==> src/clk_tune_pkg.sv <==
package clk_tune_pkg;
  localparam logic [7:0] CTRL_OFS = 8'h00;
  localparam logic [7:0] TUNE_OFS = 8'h04;
  localparam logic [1:0] HTRANS_NONSEQ = 2'h2;
  localparam logic [2:0] HSIZE_BYTE = 3'h0;
  localparam logic [2:0] HSIZE_HALF = 3'h1;
  localparam logic [2:0] HSIZE_WORD = 3'h2;
  localparam logic [7:0] KEY_HI_FIRST = 8'h78;
  localparam logic [7:0] KEY_HI_SECOND = 8'h9a;
  localparam logic [7:0] KEY_LO_FIRST = 8'h46;
  localparam logic [7:0] KEY_LO_SECOND = 8'h57;
  localparam int SRC_W = 3;
  localparam int TRIM_W = 6;
  localparam int CTRL_REQ_BIT = 0;
  localparam int CTRL_LOCK_BIT = 5;
  localparam int CTRL_NSRC_LSB = 8;
  localparam int CTRL_CSRC_LSB = 12;
  localparam int TUNE_EN_BIT = 15;
  localparam int TUNE_SRC_BIT = 12;
  localparam int TUNE_DRIFT_BIT = 11;
  localparam int TUNE_LPOL_BIT = 10;
  localparam int TUNE_RANGE_BIT = 9;
  localparam int TUNE_RPOL_BIT = 8;
  localparam logic [2:0] SRC_RESET = 3'h0;
  localparam logic [5:0] TRIM_RESET = 6'h00;
  localparam logic [5:0] TRIM_MAX = 6'h1f;
  localparam logic [5:0] TRIM_MIN = 6'h20;
  localparam int CLK_PERIOD_NS = 100;
  localparam int SETTLE_NS = 2000;
  localparam int SETTLE_CYC = (SETTLE_NS + CLK_PERIOD_NS - 1) / CLK_PERIOD_NS;
  localparam int MEAS_W = 16;
  localparam int RC_NOMINAL_HZ = 8000000;
  localparam int SOF_PERIOD_US = 1000;
  localparam int SECONDARY_CRYSTAL_OSC_HZ = 32768;
  localparam int SECONDARY_CRYSTAL_OSC_WINDOW = 32;
  localparam int DRIFT_PPT = 2;
  localparam int RANGE_PPT = 15;
  localparam int SOF_EXPECT = RC_NOMINAL_HZ / 1000 * SOF_PERIOD_US / 1000;
  localparam int SECONDARY_CRYSTAL_OSC_EXPECT = (RC_NOMINAL_HZ * SECONDARY_CRYSTAL_OSC_WINDOW + SECONDARY_CRYSTAL_OSC_HZ / 2) / SECONDARY_CRYSTAL_OSC_HZ;
  localparam logic [16:0] SOF_DRIFT_THR = 17'(SOF_EXPECT * DRIFT_PPT / 1000);
  localparam logic [16:0] SOF_RANGE_THR = 17'(SOF_EXPECT * RANGE_PPT / 1000);
  localparam logic [16:0] SECONDARY_CRYSTAL_OSC_DRIFT_THR = 17'(SECONDARY_CRYSTAL_OSC_EXPECT * DRIFT_PPT / 1000);
  localparam logic [16:0] SECONDARY_CRYSTAL_OSC_RANGE_THR = 17'(SECONDARY_CRYSTAL_OSC_EXPECT * RANGE_PPT / 1000);
  typedef enum logic [2:0] {KEY_IDLE = 3'b001, KEY_GOT_FIRST = 3'b010, KEY_OPEN = 3'b100} key_state_e;
  typedef enum logic [1:0] {SW_IDLE = 2'b01, SW_WAIT = 2'b10} switch_state_e;
endpackage

==> src/osc_key_seq.sv <==
`timescale 1ns/10ps
`default_nettype none
module osc_key_seq #(
  parameter logic [7:0] KEY_FIRST = 8'h00,
  parameter logic [7:0] KEY_SECOND = 8'h00
) (
  input wire logic hclk,
  input wire logic hresetn,
  input wire logic wr_any,
  input wire logic lane_wr,
  input wire logic [7:0] wr_byte,
  output logic slot_open
);
  clk_tune_pkg::key_state_e state_reg, state_next;
  wire first_hit = lane_wr && (wr_byte == KEY_FIRST);
  wire second_hit = lane_wr && (wr_byte == KEY_SECOND);

  // Any other bus write in between breaks the pair; repeating the first key keeps it armed
  always_comb begin
    state_next = state_reg;
    if (wr_any) begin
      case (state_reg)
        clk_tune_pkg::KEY_IDLE: state_next = first_hit ? clk_tune_pkg::KEY_GOT_FIRST : clk_tune_pkg::KEY_IDLE;
        clk_tune_pkg::KEY_GOT_FIRST: state_next = second_hit ? clk_tune_pkg::KEY_OPEN :
          (first_hit ? clk_tune_pkg::KEY_GOT_FIRST : clk_tune_pkg::KEY_IDLE);
        clk_tune_pkg::KEY_OPEN: state_next = clk_tune_pkg::KEY_IDLE;
        default: state_next = clk_tune_pkg::KEY_IDLE;
      endcase
    end
  end

  always_ff @(posedge hclk or negedge hresetn) begin
    if (!hresetn) state_reg <= clk_tune_pkg::KEY_IDLE;
    else state_reg <= state_next;
  end

  assign slot_open = (state_reg == clk_tune_pkg::KEY_OPEN);
endmodule
`default_nettype wire

==> src/ref_freq_meter.sv <==
`timescale 1ns/10ps
`default_nettype none
module ref_freq_meter #(
  parameter int CNT_W = 16
) (
  input wire logic hclk,
  input wire logic hresetn,
  input wire logic run,
  input wire logic ref_tick,
  input wire logic rc_tick,
  output logic [CNT_W-1:0] meas_count,
  output logic meas_valid
);
  logic [CNT_W-1:0] acc_reg;
  logic started_reg;
  wire acc_full = &acc_reg;

  // Counts RC ticks between two reference marks
  always_ff @(posedge hclk or negedge hresetn) begin
    if (!hresetn) begin
      acc_reg <= '0;
      started_reg <= 1'b0;
      meas_count <= '0;
      meas_valid <= 1'b0;
    end else begin
      meas_valid <= 1'b0;
      if (!run) begin
        acc_reg <= '0;
        started_reg <= 1'b0;
      end else if (ref_tick) begin
        if (started_reg) begin
          meas_count <= acc_reg;
          meas_valid <= 1'b1;
        end
        started_reg <= 1'b1;
        acc_reg <= {{(CNT_W-1){1'b0}}, rc_tick};
      end else if (rc_tick && !acc_full) begin
        acc_reg <= acc_reg + CNT_W'(1);
      end
    end
  end
endmodule
`default_nettype wire

==> src/clock_switch_rc_self_tune.sv <==
// Design decisions made here: register access over AHB-Lite and the placing of the registers.
`timescale 1ns/10ps
`default_nettype none
module clock_switch_rc_self_tune #(
  parameter int SETTLE_CYCLES = clk_tune_pkg::SETTLE_CYC,
  parameter int SECONDARY_CRYSTAL_OSC_WINDOW = clk_tune_pkg::SECONDARY_CRYSTAL_OSC_WINDOW
) (
  input wire logic hclk,
  input wire logic hresetn,
  input wire logic hsel,
  input wire logic [31:0] haddr,
  input wire logic [1:0] htrans,
  input wire logic hwrite,
  input wire logic [2:0] hsize,
  input wire logic [31:0] hwdata,
  input wire logic hready,
  output logic hreadyout,
  output logic hresp,
  output logic [31:0] hrdata,
  input wire logic [7:0] src_ready,
  input wire logic pll_locked,
  input wire logic sof_pulse,
  input wire logic secondary_crystal_osc_tick,
  input wire logic secondary_crystal_osc_enabled,
  input wire logic rc_tick,
  output logic [2:0] clk_sel,
  output logic [5:0] rc_trim,
  output logic selftune_irq_flag
);
  localparam int MW = clk_tune_pkg::MEAS_W;

  // Bus slave state
  logic dp_wr_reg;
  logic [7:0] dp_addr_reg;
  logic [2:0] dp_size_reg;
  logic rd_pend_reg;
  logic hreadyout_reg;
  logic hresp_reg;
  logic [31:0] hrdata_reg;

  // Register fields
  logic [2:0] new_src_reg;
  logic [2:0] cur_src_reg;
  logic req_reg;
  logic lock_reg;
  logic en_reg;
  logic src_reg;
  logic lpol_reg;
  logic rpol_reg;
  logic drift_reg;
  logic range_reg;
  logic [5:0] trim_reg;
  logic irq_reg;

  // Switch sequencer and crystal window counter
  clk_tune_pkg::switch_state_e sw_state_reg;
  logic [15:0] settle_cnt_reg;
  logic [7:0] win_cnt_reg;

  // Address phase decode
  logic addr_ok;
  assign addr_ok = hsel && hready && htrans[1];

  // Data phase decode and byte lanes
  logic wr_fire, is_ctrl, is_tune, size_word, size_half, size_byte;
  logic lane_lo, lane_hi;
  logic wr_ctrl_lo, wr_ctrl_hi, wr_tune_lo, wr_tune_hi;
  assign wr_fire = dp_wr_reg;
  assign is_ctrl = (dp_addr_reg[7:2] == clk_tune_pkg::CTRL_OFS[7:2]);
  assign is_tune = (dp_addr_reg[7:2] == clk_tune_pkg::TUNE_OFS[7:2]);
  assign size_word = (dp_size_reg == clk_tune_pkg::HSIZE_WORD);
  assign size_half = (dp_size_reg == clk_tune_pkg::HSIZE_HALF) && !dp_addr_reg[1];
  assign size_byte = (dp_size_reg == clk_tune_pkg::HSIZE_BYTE) && !dp_addr_reg[1];
  assign lane_lo = size_word || size_half || (size_byte && !dp_addr_reg[0]);
  assign lane_hi = size_word || size_half || (size_byte && dp_addr_reg[0]);
  assign wr_ctrl_lo = wr_fire && is_ctrl && lane_lo;
  assign wr_ctrl_hi = wr_fire && is_ctrl && lane_hi;
  assign wr_tune_lo = wr_fire && is_tune && lane_lo;
  assign wr_tune_hi = wr_fire && is_tune && lane_hi;

  // Write data fields
  logic [2:0] nsrc_wdata;
  logic [5:0] trim_wdata;
  assign nsrc_wdata = hwdata[clk_tune_pkg::CTRL_NSRC_LSB +: clk_tune_pkg::SRC_W];
  assign trim_wdata = hwdata[clk_tune_pkg::TRIM_W-1:0];

  // Unlock sequencers for each protected byte
  logic hi_open, lo_open;
  osc_key_seq #(.KEY_FIRST(clk_tune_pkg::KEY_HI_FIRST), .KEY_SECOND(clk_tune_pkg::KEY_HI_SECOND)) u_key_hi (
    .hclk(hclk),
    .hresetn(hresetn),
    .wr_any(wr_fire),
    .lane_wr(wr_ctrl_hi),
    .wr_byte(hwdata[15:8]),
    .slot_open(hi_open)
  );
  osc_key_seq #(.KEY_FIRST(clk_tune_pkg::KEY_LO_FIRST), .KEY_SECOND(clk_tune_pkg::KEY_LO_SECOND)) u_key_lo (
    .hclk(hclk),
    .hresetn(hresetn),
    .wr_any(wr_fire),
    .lane_wr(wr_ctrl_lo),
    .wr_byte(hwdata[7:0]),
    .slot_open(lo_open)
  );

  logic accept_hi, start_sw;
  assign accept_hi = wr_ctrl_hi && hi_open;
  assign start_sw = wr_ctrl_lo && lo_open && hwdata[clk_tune_pkg::CTRL_REQ_BIT];

  // Switch completion
  logic sw_wait, sw_end, sw_ok, sw_clear;
  assign sw_wait = (sw_state_reg == clk_tune_pkg::SW_WAIT);
  assign sw_end = sw_wait && (settle_cnt_reg == 16'h0000);
  assign sw_ok = sw_end && src_ready[new_src_reg];
  assign sw_clear = sw_ok && !start_sw;

  // Read words
  logic [31:0] ctrl_word, tune_word, rd_word;
  assign ctrl_word = {16'h0000, 1'b0, cur_src_reg, 1'b0, new_src_reg, 2'b00, lock_reg, 4'h0, req_reg};
  assign tune_word = {16'h0000, en_reg, 2'b00, src_reg, drift_reg, lpol_reg, range_reg, rpol_reg, 2'b00, trim_reg};
  assign rd_word = is_ctrl ? ctrl_word : (is_tune ? tune_word : 32'h0000_0000);

  // Reference selection and measurement
  logic run, win_tick, ref_tick, meas_valid;
  logic [MW-1:0] meas_count;
  assign run = en_reg && (src_reg || secondary_crystal_osc_enabled);
  assign win_tick = secondary_crystal_osc_tick && (win_cnt_reg == 8'(SECONDARY_CRYSTAL_OSC_WINDOW - 1));
  assign ref_tick = run && (src_reg ? sof_pulse : win_tick);

  ref_freq_meter #(.CNT_W(MW)) u_meter (
    .hclk(hclk),
    .hresetn(hresetn),
    .run(run),
    .ref_tick(ref_tick),
    .rc_tick(rc_tick),
    .meas_count(meas_count),
    .meas_valid(meas_valid)
  );

  // Deviation from the nominal count for the chosen reference
  logic [16:0] expect_cnt, diff, dev_mag, drift_thr, range_thr;
  logic too_fast, too_slow, loop_step;
  assign expect_cnt = src_reg ? 17'(clk_tune_pkg::SOF_EXPECT) : 17'(clk_tune_pkg::SECONDARY_CRYSTAL_OSC_EXPECT);
  assign drift_thr = src_reg ? clk_tune_pkg::SOF_DRIFT_THR : clk_tune_pkg::SECONDARY_CRYSTAL_OSC_DRIFT_THR;
  assign range_thr = src_reg ? clk_tune_pkg::SOF_RANGE_THR : clk_tune_pkg::SECONDARY_CRYSTAL_OSC_RANGE_THR;
  assign diff = {1'b0, meas_count} - expect_cnt;
  assign dev_mag = diff[16] ? 17'(-diff) : diff;
  assign too_fast = !diff[16] && (dev_mag > {1'b0, drift_thr[16:1]});
  assign too_slow = diff[16] && (dev_mag > {1'b0, drift_thr[16:1]});
  assign loop_step = meas_valid && en_reg;

  logic irq_next;
  assign irq_next = en_reg && ((drift_reg ^ lpol_reg) || (range_reg ^ rpol_reg));

  // Bus slave: writes take no wait, reads one wait state
  always_ff @(posedge hclk or negedge hresetn) begin
    if (!hresetn) begin
      dp_wr_reg <= 1'b0;
      dp_addr_reg <= 8'h00;
      dp_size_reg <= 3'h0;
      rd_pend_reg <= 1'b0;
      hreadyout_reg <= 1'b1;
      hresp_reg <= 1'b0;
      hrdata_reg <= 32'h0000_0000;
    end else begin
      dp_wr_reg <= addr_ok && hwrite;
      rd_pend_reg <= addr_ok && !hwrite;
      hreadyout_reg <= !(addr_ok && !hwrite);
      hresp_reg <= 1'b0;
      if (addr_ok) begin
        dp_addr_reg <= haddr[7:0];
        dp_size_reg <= hsize;
      end
      if (rd_pend_reg) hrdata_reg <= rd_word;
    end
  end

  // Oscillator control register and switch sequencer
  always_ff @(posedge hclk or negedge hresetn) begin
    if (!hresetn) begin
      new_src_reg <= clk_tune_pkg::SRC_RESET;
      cur_src_reg <= clk_tune_pkg::SRC_RESET;
      req_reg <= 1'b0;
      lock_reg <= 1'b0;
      sw_state_reg <= clk_tune_pkg::SW_IDLE;
      settle_cnt_reg <= 16'h0000;
    end else begin
      lock_reg <= pll_locked;
      if (accept_hi) new_src_reg <= nsrc_wdata;
      if (start_sw) req_reg <= 1'b1;
      else if (sw_clear) req_reg <= 1'b0;
      if (sw_clear) cur_src_reg <= new_src_reg;
      case (sw_state_reg)
        clk_tune_pkg::SW_IDLE: begin
          if (start_sw) begin
            sw_state_reg <= clk_tune_pkg::SW_WAIT;
            settle_cnt_reg <= 16'(SETTLE_CYCLES - 1);
          end
        end
        clk_tune_pkg::SW_WAIT: begin
          if (start_sw) settle_cnt_reg <= 16'(SETTLE_CYCLES - 1);
          else if (sw_end) sw_state_reg <= clk_tune_pkg::SW_IDLE;
          else settle_cnt_reg <= settle_cnt_reg - 16'h0001;
        end
        default: sw_state_reg <= clk_tune_pkg::SW_IDLE;
      endcase
    end
  end

  // Tuning register fields
  always_ff @(posedge hclk or negedge hresetn) begin
    if (!hresetn) begin
      en_reg <= 1'b0;
      src_reg <= 1'b0;
      lpol_reg <= 1'b0;
      rpol_reg <= 1'b0;
    end else if (wr_tune_hi) begin
      en_reg <= hwdata[clk_tune_pkg::TUNE_EN_BIT];
      src_reg <= hwdata[clk_tune_pkg::TUNE_SRC_BIT];
      lpol_reg <= hwdata[clk_tune_pkg::TUNE_LPOL_BIT];
      rpol_reg <= hwdata[clk_tune_pkg::TUNE_RPOL_BIT];
    end
  end

  // Trim loop and status
  always_ff @(posedge hclk or negedge hresetn) begin
    if (!hresetn) begin
      trim_reg <= clk_tune_pkg::TRIM_RESET;
      drift_reg <= 1'b0;
      range_reg <= 1'b0;
      irq_reg <= 1'b0;
      win_cnt_reg <= 8'h00;
    end else begin
      irq_reg <= irq_next;
      if (!run || src_reg) win_cnt_reg <= 8'h00;
      else if (win_tick) win_cnt_reg <= 8'h00;
      else if (secondary_crystal_osc_tick) win_cnt_reg <= win_cnt_reg + 8'h01;
      if (!en_reg) begin
        drift_reg <= 1'b0;
        range_reg <= 1'b0;
        if (wr_tune_lo) trim_reg <= trim_wdata;
      end else if (loop_step) begin
        drift_reg <= (dev_mag > drift_thr);
        range_reg <= (dev_mag > range_thr);
        if (too_slow && trim_reg != clk_tune_pkg::TRIM_MAX) trim_reg <= trim_reg + 6'h01;
        else if (too_fast && trim_reg != clk_tune_pkg::TRIM_MIN) trim_reg <= trim_reg - 6'h01;
      end
    end
  end

  assign hreadyout = hreadyout_reg;
  assign hresp = hresp_reg;
  assign hrdata = hrdata_reg;
  assign clk_sel = cur_src_reg;
  assign rc_trim = trim_reg;
  assign selftune_irq_flag = irq_reg;
endmodule
`default_nettype wire

==> config.mk <==
export PLATFORM = sky130hd
export DESIGN_NAME = clock_switch_rc_self_tune
export DESIGN_NICKNAME = d
export VERILOG_FILES = /design/src/clk_tune_pkg.sv /design/src/osc_key_seq.sv /design/src/ref_freq_meter.sv /design/src/clock_switch_rc_self_tune.sv
export SDC_FILE = /design/constraint.sdc
export NUM_CORES = 1
export LEC_CHECK = 0
export BUFFER_PORTS_ARGS = -buffer_cell sky130_fd_sc_hd__buf_4
export CAP_MARGIN = 20
export CORE_MARGIN = 3
export CORE_UTILIZATION = 61
export DETAILED_ROUTE_END_ITERATION = 16
export PLACE_DENSITY_LB_ADDON = 0.2
export SLEW_MARGIN = 30
export SYNTH_ARGS = -nofsm -noshare
export SYNTH_HDL_FRONTEND = slang
export SYNTH_SLANG_ARGS = --single-unit
==> constraint.sdc <==
create_clock -name hclk -period 15.09 [get_ports hclk]
set_clock_uncertainty 0.1 [all_clocks]
set_input_delay 0 -clock hclk [delete_from_list [all_inputs] [get_ports hclk]]
set_output_delay 0 -clock hclk [all_outputs]
set_load 0.01 [all_outputs]
After elaboration in Yosys (flattened, before gate mapping)
Cells that the tools add are included.
{ "totals": {"ff_bits": 133, "inputBits": 87, "output_inout_bits": 44} }
{ "classes": {"n_reduce_logical": 60, "add_sub_neg": 7, "n_eq_ne": 26, "bitwise_logic": 2, "mux": 45, "n_lt_le_gt_ge": 4} }
{ "ops": {"columns": ["op", "n"], "rows": [
  ["$mux 16", 8],
  ["$logic_and 1x1->1", 34],
  ["$pmux 16 s2", 1],
  ["$mux 6", 5],
  ["$eq 8x7->1 const B", 3],
  ["$mux 8", 3],
  ["$gt 17x4->1", 1],
  ["$gt 17x5->1", 1],
  ["$gt 17x7->1", 1],
  ["$mux 17", 1],
  ["$neg 17->17", 1],
  ["$sub 16x13->17", 1],
  ["$add 16x1->16 const B", 1],
  ["$logic_not 16->1", 1],
  ["$reduce_and 16->1", 1],
  ["$sub 16x1->16 const B", 1],
  ["$mux 1", 13],
  ["$pmux 3 s2", 2],
  ["$reduce_and 3->1", 4],
  ["$mux 2", 5],
  ["$eq 3x1->1 const B", 3],
  ["$eq 3x2->1 const B", 3],
  ["$mux 9", 1],
  ["$add 8x1->8 const B", 1],
  ["27 further kinds", 48]
]} }

Depth between registers and ports, before layout
{ "depth": {"word_depth": 11, "mapped_depth": 28, "depth_no_buf": 27} }

Modules after synthesis
A second synthesis with hierarchy kept.
{ "hier_totals": {"cells_unflattened": 730, "area_unflattened_um2": 6949.2} }
{ "modules_own_cells": {"columns": ["mod", "area_per_inst_um2", "cells_each", "instances"], "rows": [
  ["clock_switch_rc_self_tune", 4956.0, 543, 1],
  ["ref_freq_meter", 1596.5, 147, 1],
  ["osc_key_seq (u_key_lo)", 201.4, 20, 1],
  ["osc_key_seq (u_key_hi)", 195.2, 20, 1]
]} }

Least setup slack after synthesis
Ideal clock, no wire load.
{ "synth_timing": {"path_type": "register to register", "from": "register src_reg", "to": "register trim_reg[5], in the netlist rc_trim[5]", "setup_time_ns": 0.077, "n_path_buf": 1, "arrival_ns": 5.564, "path_stages_with_launch": 27, "synth_period_minus_slack_ns": 5.742, "slack_ns": 9.348, "cell_sequence": "dfrtp_1 ha_1 or4_4 o311a_1 o21a_4 nand2b_4 buf_6 o21ai_0 inv_1 ha_1 nor2b_1 o21ai_0 nand2b_1 a21oi_1 a31o_2 nand3_4 o31ai_1 ha_1 a21o_1 a21oi_1 o21bai_1 a21oi_1 xor2_1 and3_2 o21a_1 o41a_1 a21oi_1"} }
{ "synth_via": {"elab_chain_cells": 10} }
{ "synth_rtl": {"columns": ["element", "line", "text"], "rows": [
  ["from (decl)", "clock_switch_rc_self_tune.sv:47", "logic src_reg;"],
  ["from (signal assigned)", "clock_switch_rc_self_tune.sv:219", "src_reg <= hwdata[clk_tune_pkg::TUNE_SRC_BIT];"],
  ["$mux 9", "clock_switch_rc_self_tune.sv:143", "assign expect_cnt = src_reg ? 17'(clk_tune_pkg::SOF_EXPECT) : 17'(clk_tune_pkg::SECONDARY_CRYSTAL_OSC_EXPECT);"],
  ["$sub 16x13->17", "clock_switch_rc_self_tune.sv:146", "assign diff = {1'b0, meas_count} - expect_cnt;"],
  ["$neg 17->17", "clock_switch_rc_self_tune.sv:147", "assign dev_mag = diff[16] ? 17'(-diff) : diff;"],
  ["$mux 17", "clock_switch_rc_self_tune.sv:147", null],
  ["$gt 17x4->1", "clock_switch_rc_self_tune.sv:148, clock_switch_rc_self_tune.sv:149", null],
  ["$logic_and 1x1->1", "clock_switch_rc_self_tune.sv:149", "assign too_slow = diff[16] && (dev_mag > {1'b0, drift_thr[16:1]});"],
  ["$logic_and 1x1->1", "clock_switch_rc_self_tune.sv:245", "if (too_slow && trim_reg != clk_tune_pkg::TRIM_MAX) trim_reg <= trim_reg + 6'h01;"],
  ["$mux 6", "clock_switch_rc_self_tune.sv:245", null],
  ["$mux 6", "clock_switch_rc_self_tune.sv:242", "end else if (loop_step) begin"],
  ["$mux 6", "clock_switch_rc_self_tune.sv:238", "if (!en_reg) begin"],
  ["to (signal assigned)", "clock_switch_rc_self_tune.sv:241", "if (wr_tune_lo) trim_reg <= trim_wdata;"],
  ["to (signal assigned)", "clock_switch_rc_self_tune.sv:245", null],
  ["to (signal assigned)", "clock_switch_rc_self_tune.sv:246", "else if (too_fast && trim_reg != clk_tune_pkg::TRIM_MIN) trim_reg <= trim_reg - 6'h01;"],
  ["to (decl)", "clock_switch_rc_self_tune.sv:52", "logic [5:0] trim_reg;"]
]} }
Several ways; a longest one is shown, not always the timed one. The select of a mux whose other input is x is not followed.
A chain may end at the register's enable or synchronous reset.

Final worst setup path
Ends and elaborated chain as after synthesis.

==> run_results.csv <==
group,metric,value,unit
drt,antenna_left,0,
floorplan,dieArea,12700,um2
yosys,synth-seq-cells,115,
layout,nets,923,
sta,fin_crit_sh,0.454,
cts,path_clk_slew,0.06,ns
cts,clkLatencyLatePin,0.42,ns
run,cap_violations,0,
placement,port_buffers,70,
grt,antenna_found_initial,0,
sta,rsz0062_at_grt,"false",
power,power_density,104,nW/um2
yosys,synth.area.top_cells,"dfrtp_1, mux2_2, ha_1",
placement,dpl.hpwl,11.1,mm
grt,overflow,0,
layout,layout-drive-gt1-share,0.234,
cts,tritoncts,"built",
sta,slew_headroom,0.390,
yosys,synth_top_area_cell,"dfrtp_1",
yosys,synth_sequential_area_ratio,0.413,
drt,wl,17.0,mm
grt,grt_max_degree,74,
cts,cts_made_buffers,17,
floorplan,rows,38,
layout,layoutNonFillerInstCount,965,
sta,worstMarginPinSlew,0.911,ns
placement,place_congestion,0.876,
floorplan,die_h,113,um
sta,tns,0,ns
worst_setup_path,crit_arrival,7.03,ns
grt,grt_usage,0.281,
floorplan,io_pins,131,
floorplan,die_w,113,um
yosys,syn_area_per_cell,9.92,um2
yosys,synth_ff_type,"dfrtp_1",
layout,antenna-diode-count,0,
sta,setup_slack,8.24,ns
drt,avgViaCountPerCell,6.07,
drt,drtPass1Iterations,5,
worst_setup_path,reg2reg_depth,27,
grt,grt_pass1_wl,28.9,mm
drt,wire_per_inst,17.6,um
yosys,ys_types,91,
sta,final-setup-viol-count,0,
cts,cts_buffer_depth,2,
sta,timing.hold.ws,0.0148,ns
worst_setup_path,critPathMaxFanout,10,
drt,drc,0,
yosys,synth_enable_flop_cells,0,
hold_path,worst_hold_path_type,"in2async",
worst_setup_path,critPathLaunchType,"flip-flop",
sta,finalMaxSlewViolations,0,
cts,cts_root_buf,"clkbuf_16",
cts,cts_setup_buffers,0,
placement,placed_cells,895,
layout,area_growth,21.7,%
sta,max_freq,146,MHz
sta,post-route-min-period,6.85,ns
yosys,synthTopCellsByCount,"dfrtp_1, nor2_1, nand2_1",
yosys,yosysMostFrequentCell,"dfrtp_1",
drt,drt-initial-drc-count,510,
yosys,syn_area,6970,um2
floorplan,core-area,11000,um2
worst_setup_path,path_class,"reg2reg",
grt,grt_pass1_vias,5991,
worst_setup_path,end_kind,"flip-flop",
yosys,yosysWarnings,0,
cts,cts.sinks,115,
yosys,synth.top_cell.area_share,0.398,
yosys,netlist_instances,703,
power,cellLeakagePower,3.71,nW
drt,num_vias,5861,
yosys,async_reset_ff_frac,1.00,
power,ir_drop,0.000114,V
sta,hold_viol,0,
floorplan,start_util,0.635,
outcome,status,"finished, final reports clean",
placement,dp_slack,8.41,ns
layout,utilization,0.773,
cts,htree_levels,4,
worst_setup_path,required,15.27,ns
placed cells by master (no fill, tap or decap), drive strengths merged, types with 5 or more instances in the layout:
cell,count
nand2b,10
clkbuf,17
xor2,19
nor3,15
o22ai,13
a21oi,24
nor2,69
and3,7
clkinv,5
xnor2,31
or2,13
ha,23
o21a,7
nand2,50
nand3,20
nand4,13
clkinvlp,7
dlygate4sd3,38
mux2,42
nor3b,5
mux2i,8
buf,71
conb,19
o21ai,35
a31oi,7
o41ai,5
or3,14
dfrtp,111
inv,35
nor2b,5
cell families (layout without fill, tap and decap cells):
group / after synthesis / count (layout) / share of synthesized area
DFF: 115 / 115 / 0.413
AOI/OAI and AO/OA: 141 / 141 / 0.147
and+or+nand+nor: 249 / 249 / 0.194
xor gates and xnor gates: 50 / 50 / 0.0639
adders and majority gates: 24 / 24 / 0.0441
muxes: 52 / 52 / 0.0858
buffers and inverters: 71 / 175 / 0.0517
other: 1 / 19 / 0.000538
final timing paths:
kind,from,endpoint,slack [ns]
hold / removal,hresetn,win_cnt_reg[4],0.01
setup / recovery,src_reg,rc_trim[5],8.24
hold reg to reg,dp_addr_reg[6],dp_addr_reg[6],0.41
min in group hclk,hwdata[6],u_key_lo.state_reg[0],0.09
max in group asynchronous,hresetn,dp_addr_reg[2],13.84
setup reg to reg,src_reg,rc_trim[5],8.24
per-stage QoR:
stage | total power, W | cell area, um2
3_5_place_dp | 0.000479 | 7520
5_1_grt | 0.000917 | 8490
6_report | 0.000881 | 8490
4_1_cts | 0.000882 | 8480
2_1_floorplan | 0.000439 | 7040
3_3_place_gp | 0.000470 | 7520
worst max-delay path: stages (launching register included):
cell      delay, ns
dfrtp_1        0.67
inv_1          0.36
ha_1           0.33
ha_1           0.19
nor2b_1        0.39
o311a_1        0.30
o21a_4         0.18
nand2b_4       0.21
o21ai_0        0.15
inv_1          0.10
ha_1           0.26
nor2b_1        0.15
o21ai_0        0.13
nand2b_1       0.10
a21oi_1        0.18
a31o_2         0.16
nand3_4        0.17
o31ai_1        0.75
ha_1           0.37
a21o_1         0.15
a21oi_1        0.24
o21bai_1       0.09
a21oi_1        0.25
xor2_1         0.23
and3_2         0.20
o21a_1         0.13
o41a_1         0.13
a21oi_1        0.04
final cells by class:
type	count	area [um2]
fillers	680	2500
well taps	140	175
multi-input cells	535	3800
inverters	34	128
clock inverters	15	161
repair buffers	109	917
flip-flops and latches	115	2880
clock buffers	17	425
what timing repair did:
item	in CTS	in global routing
hold endpoints to repair	84	0
gates resized for setup	0	0
hold buffers	38	0
layer usage:
metal  global-route usage  vias up  wire length, um
met1                0.337     2905             6930
li1                     -     2718                -
met2                0.494      202             8770
met3               0.0647       36              927
met4                0.104        0              365
met5                    0        -                0
where the power goes:
group | total (W) | leakage (nW) | switching (W) | internal, W
logic | 0.000144 | 1.96 | 0.0000801 | 0.0000640
registers | 0.000342 | 1.49 | 0.0000166 | 0.000325
clock network | 0.000395 | 0.264 | 0.000152 | 0.000243
total | 0.000881 | 3.71 | 0.000248 | 0.000632
Power figures use the tool's default switching activity.
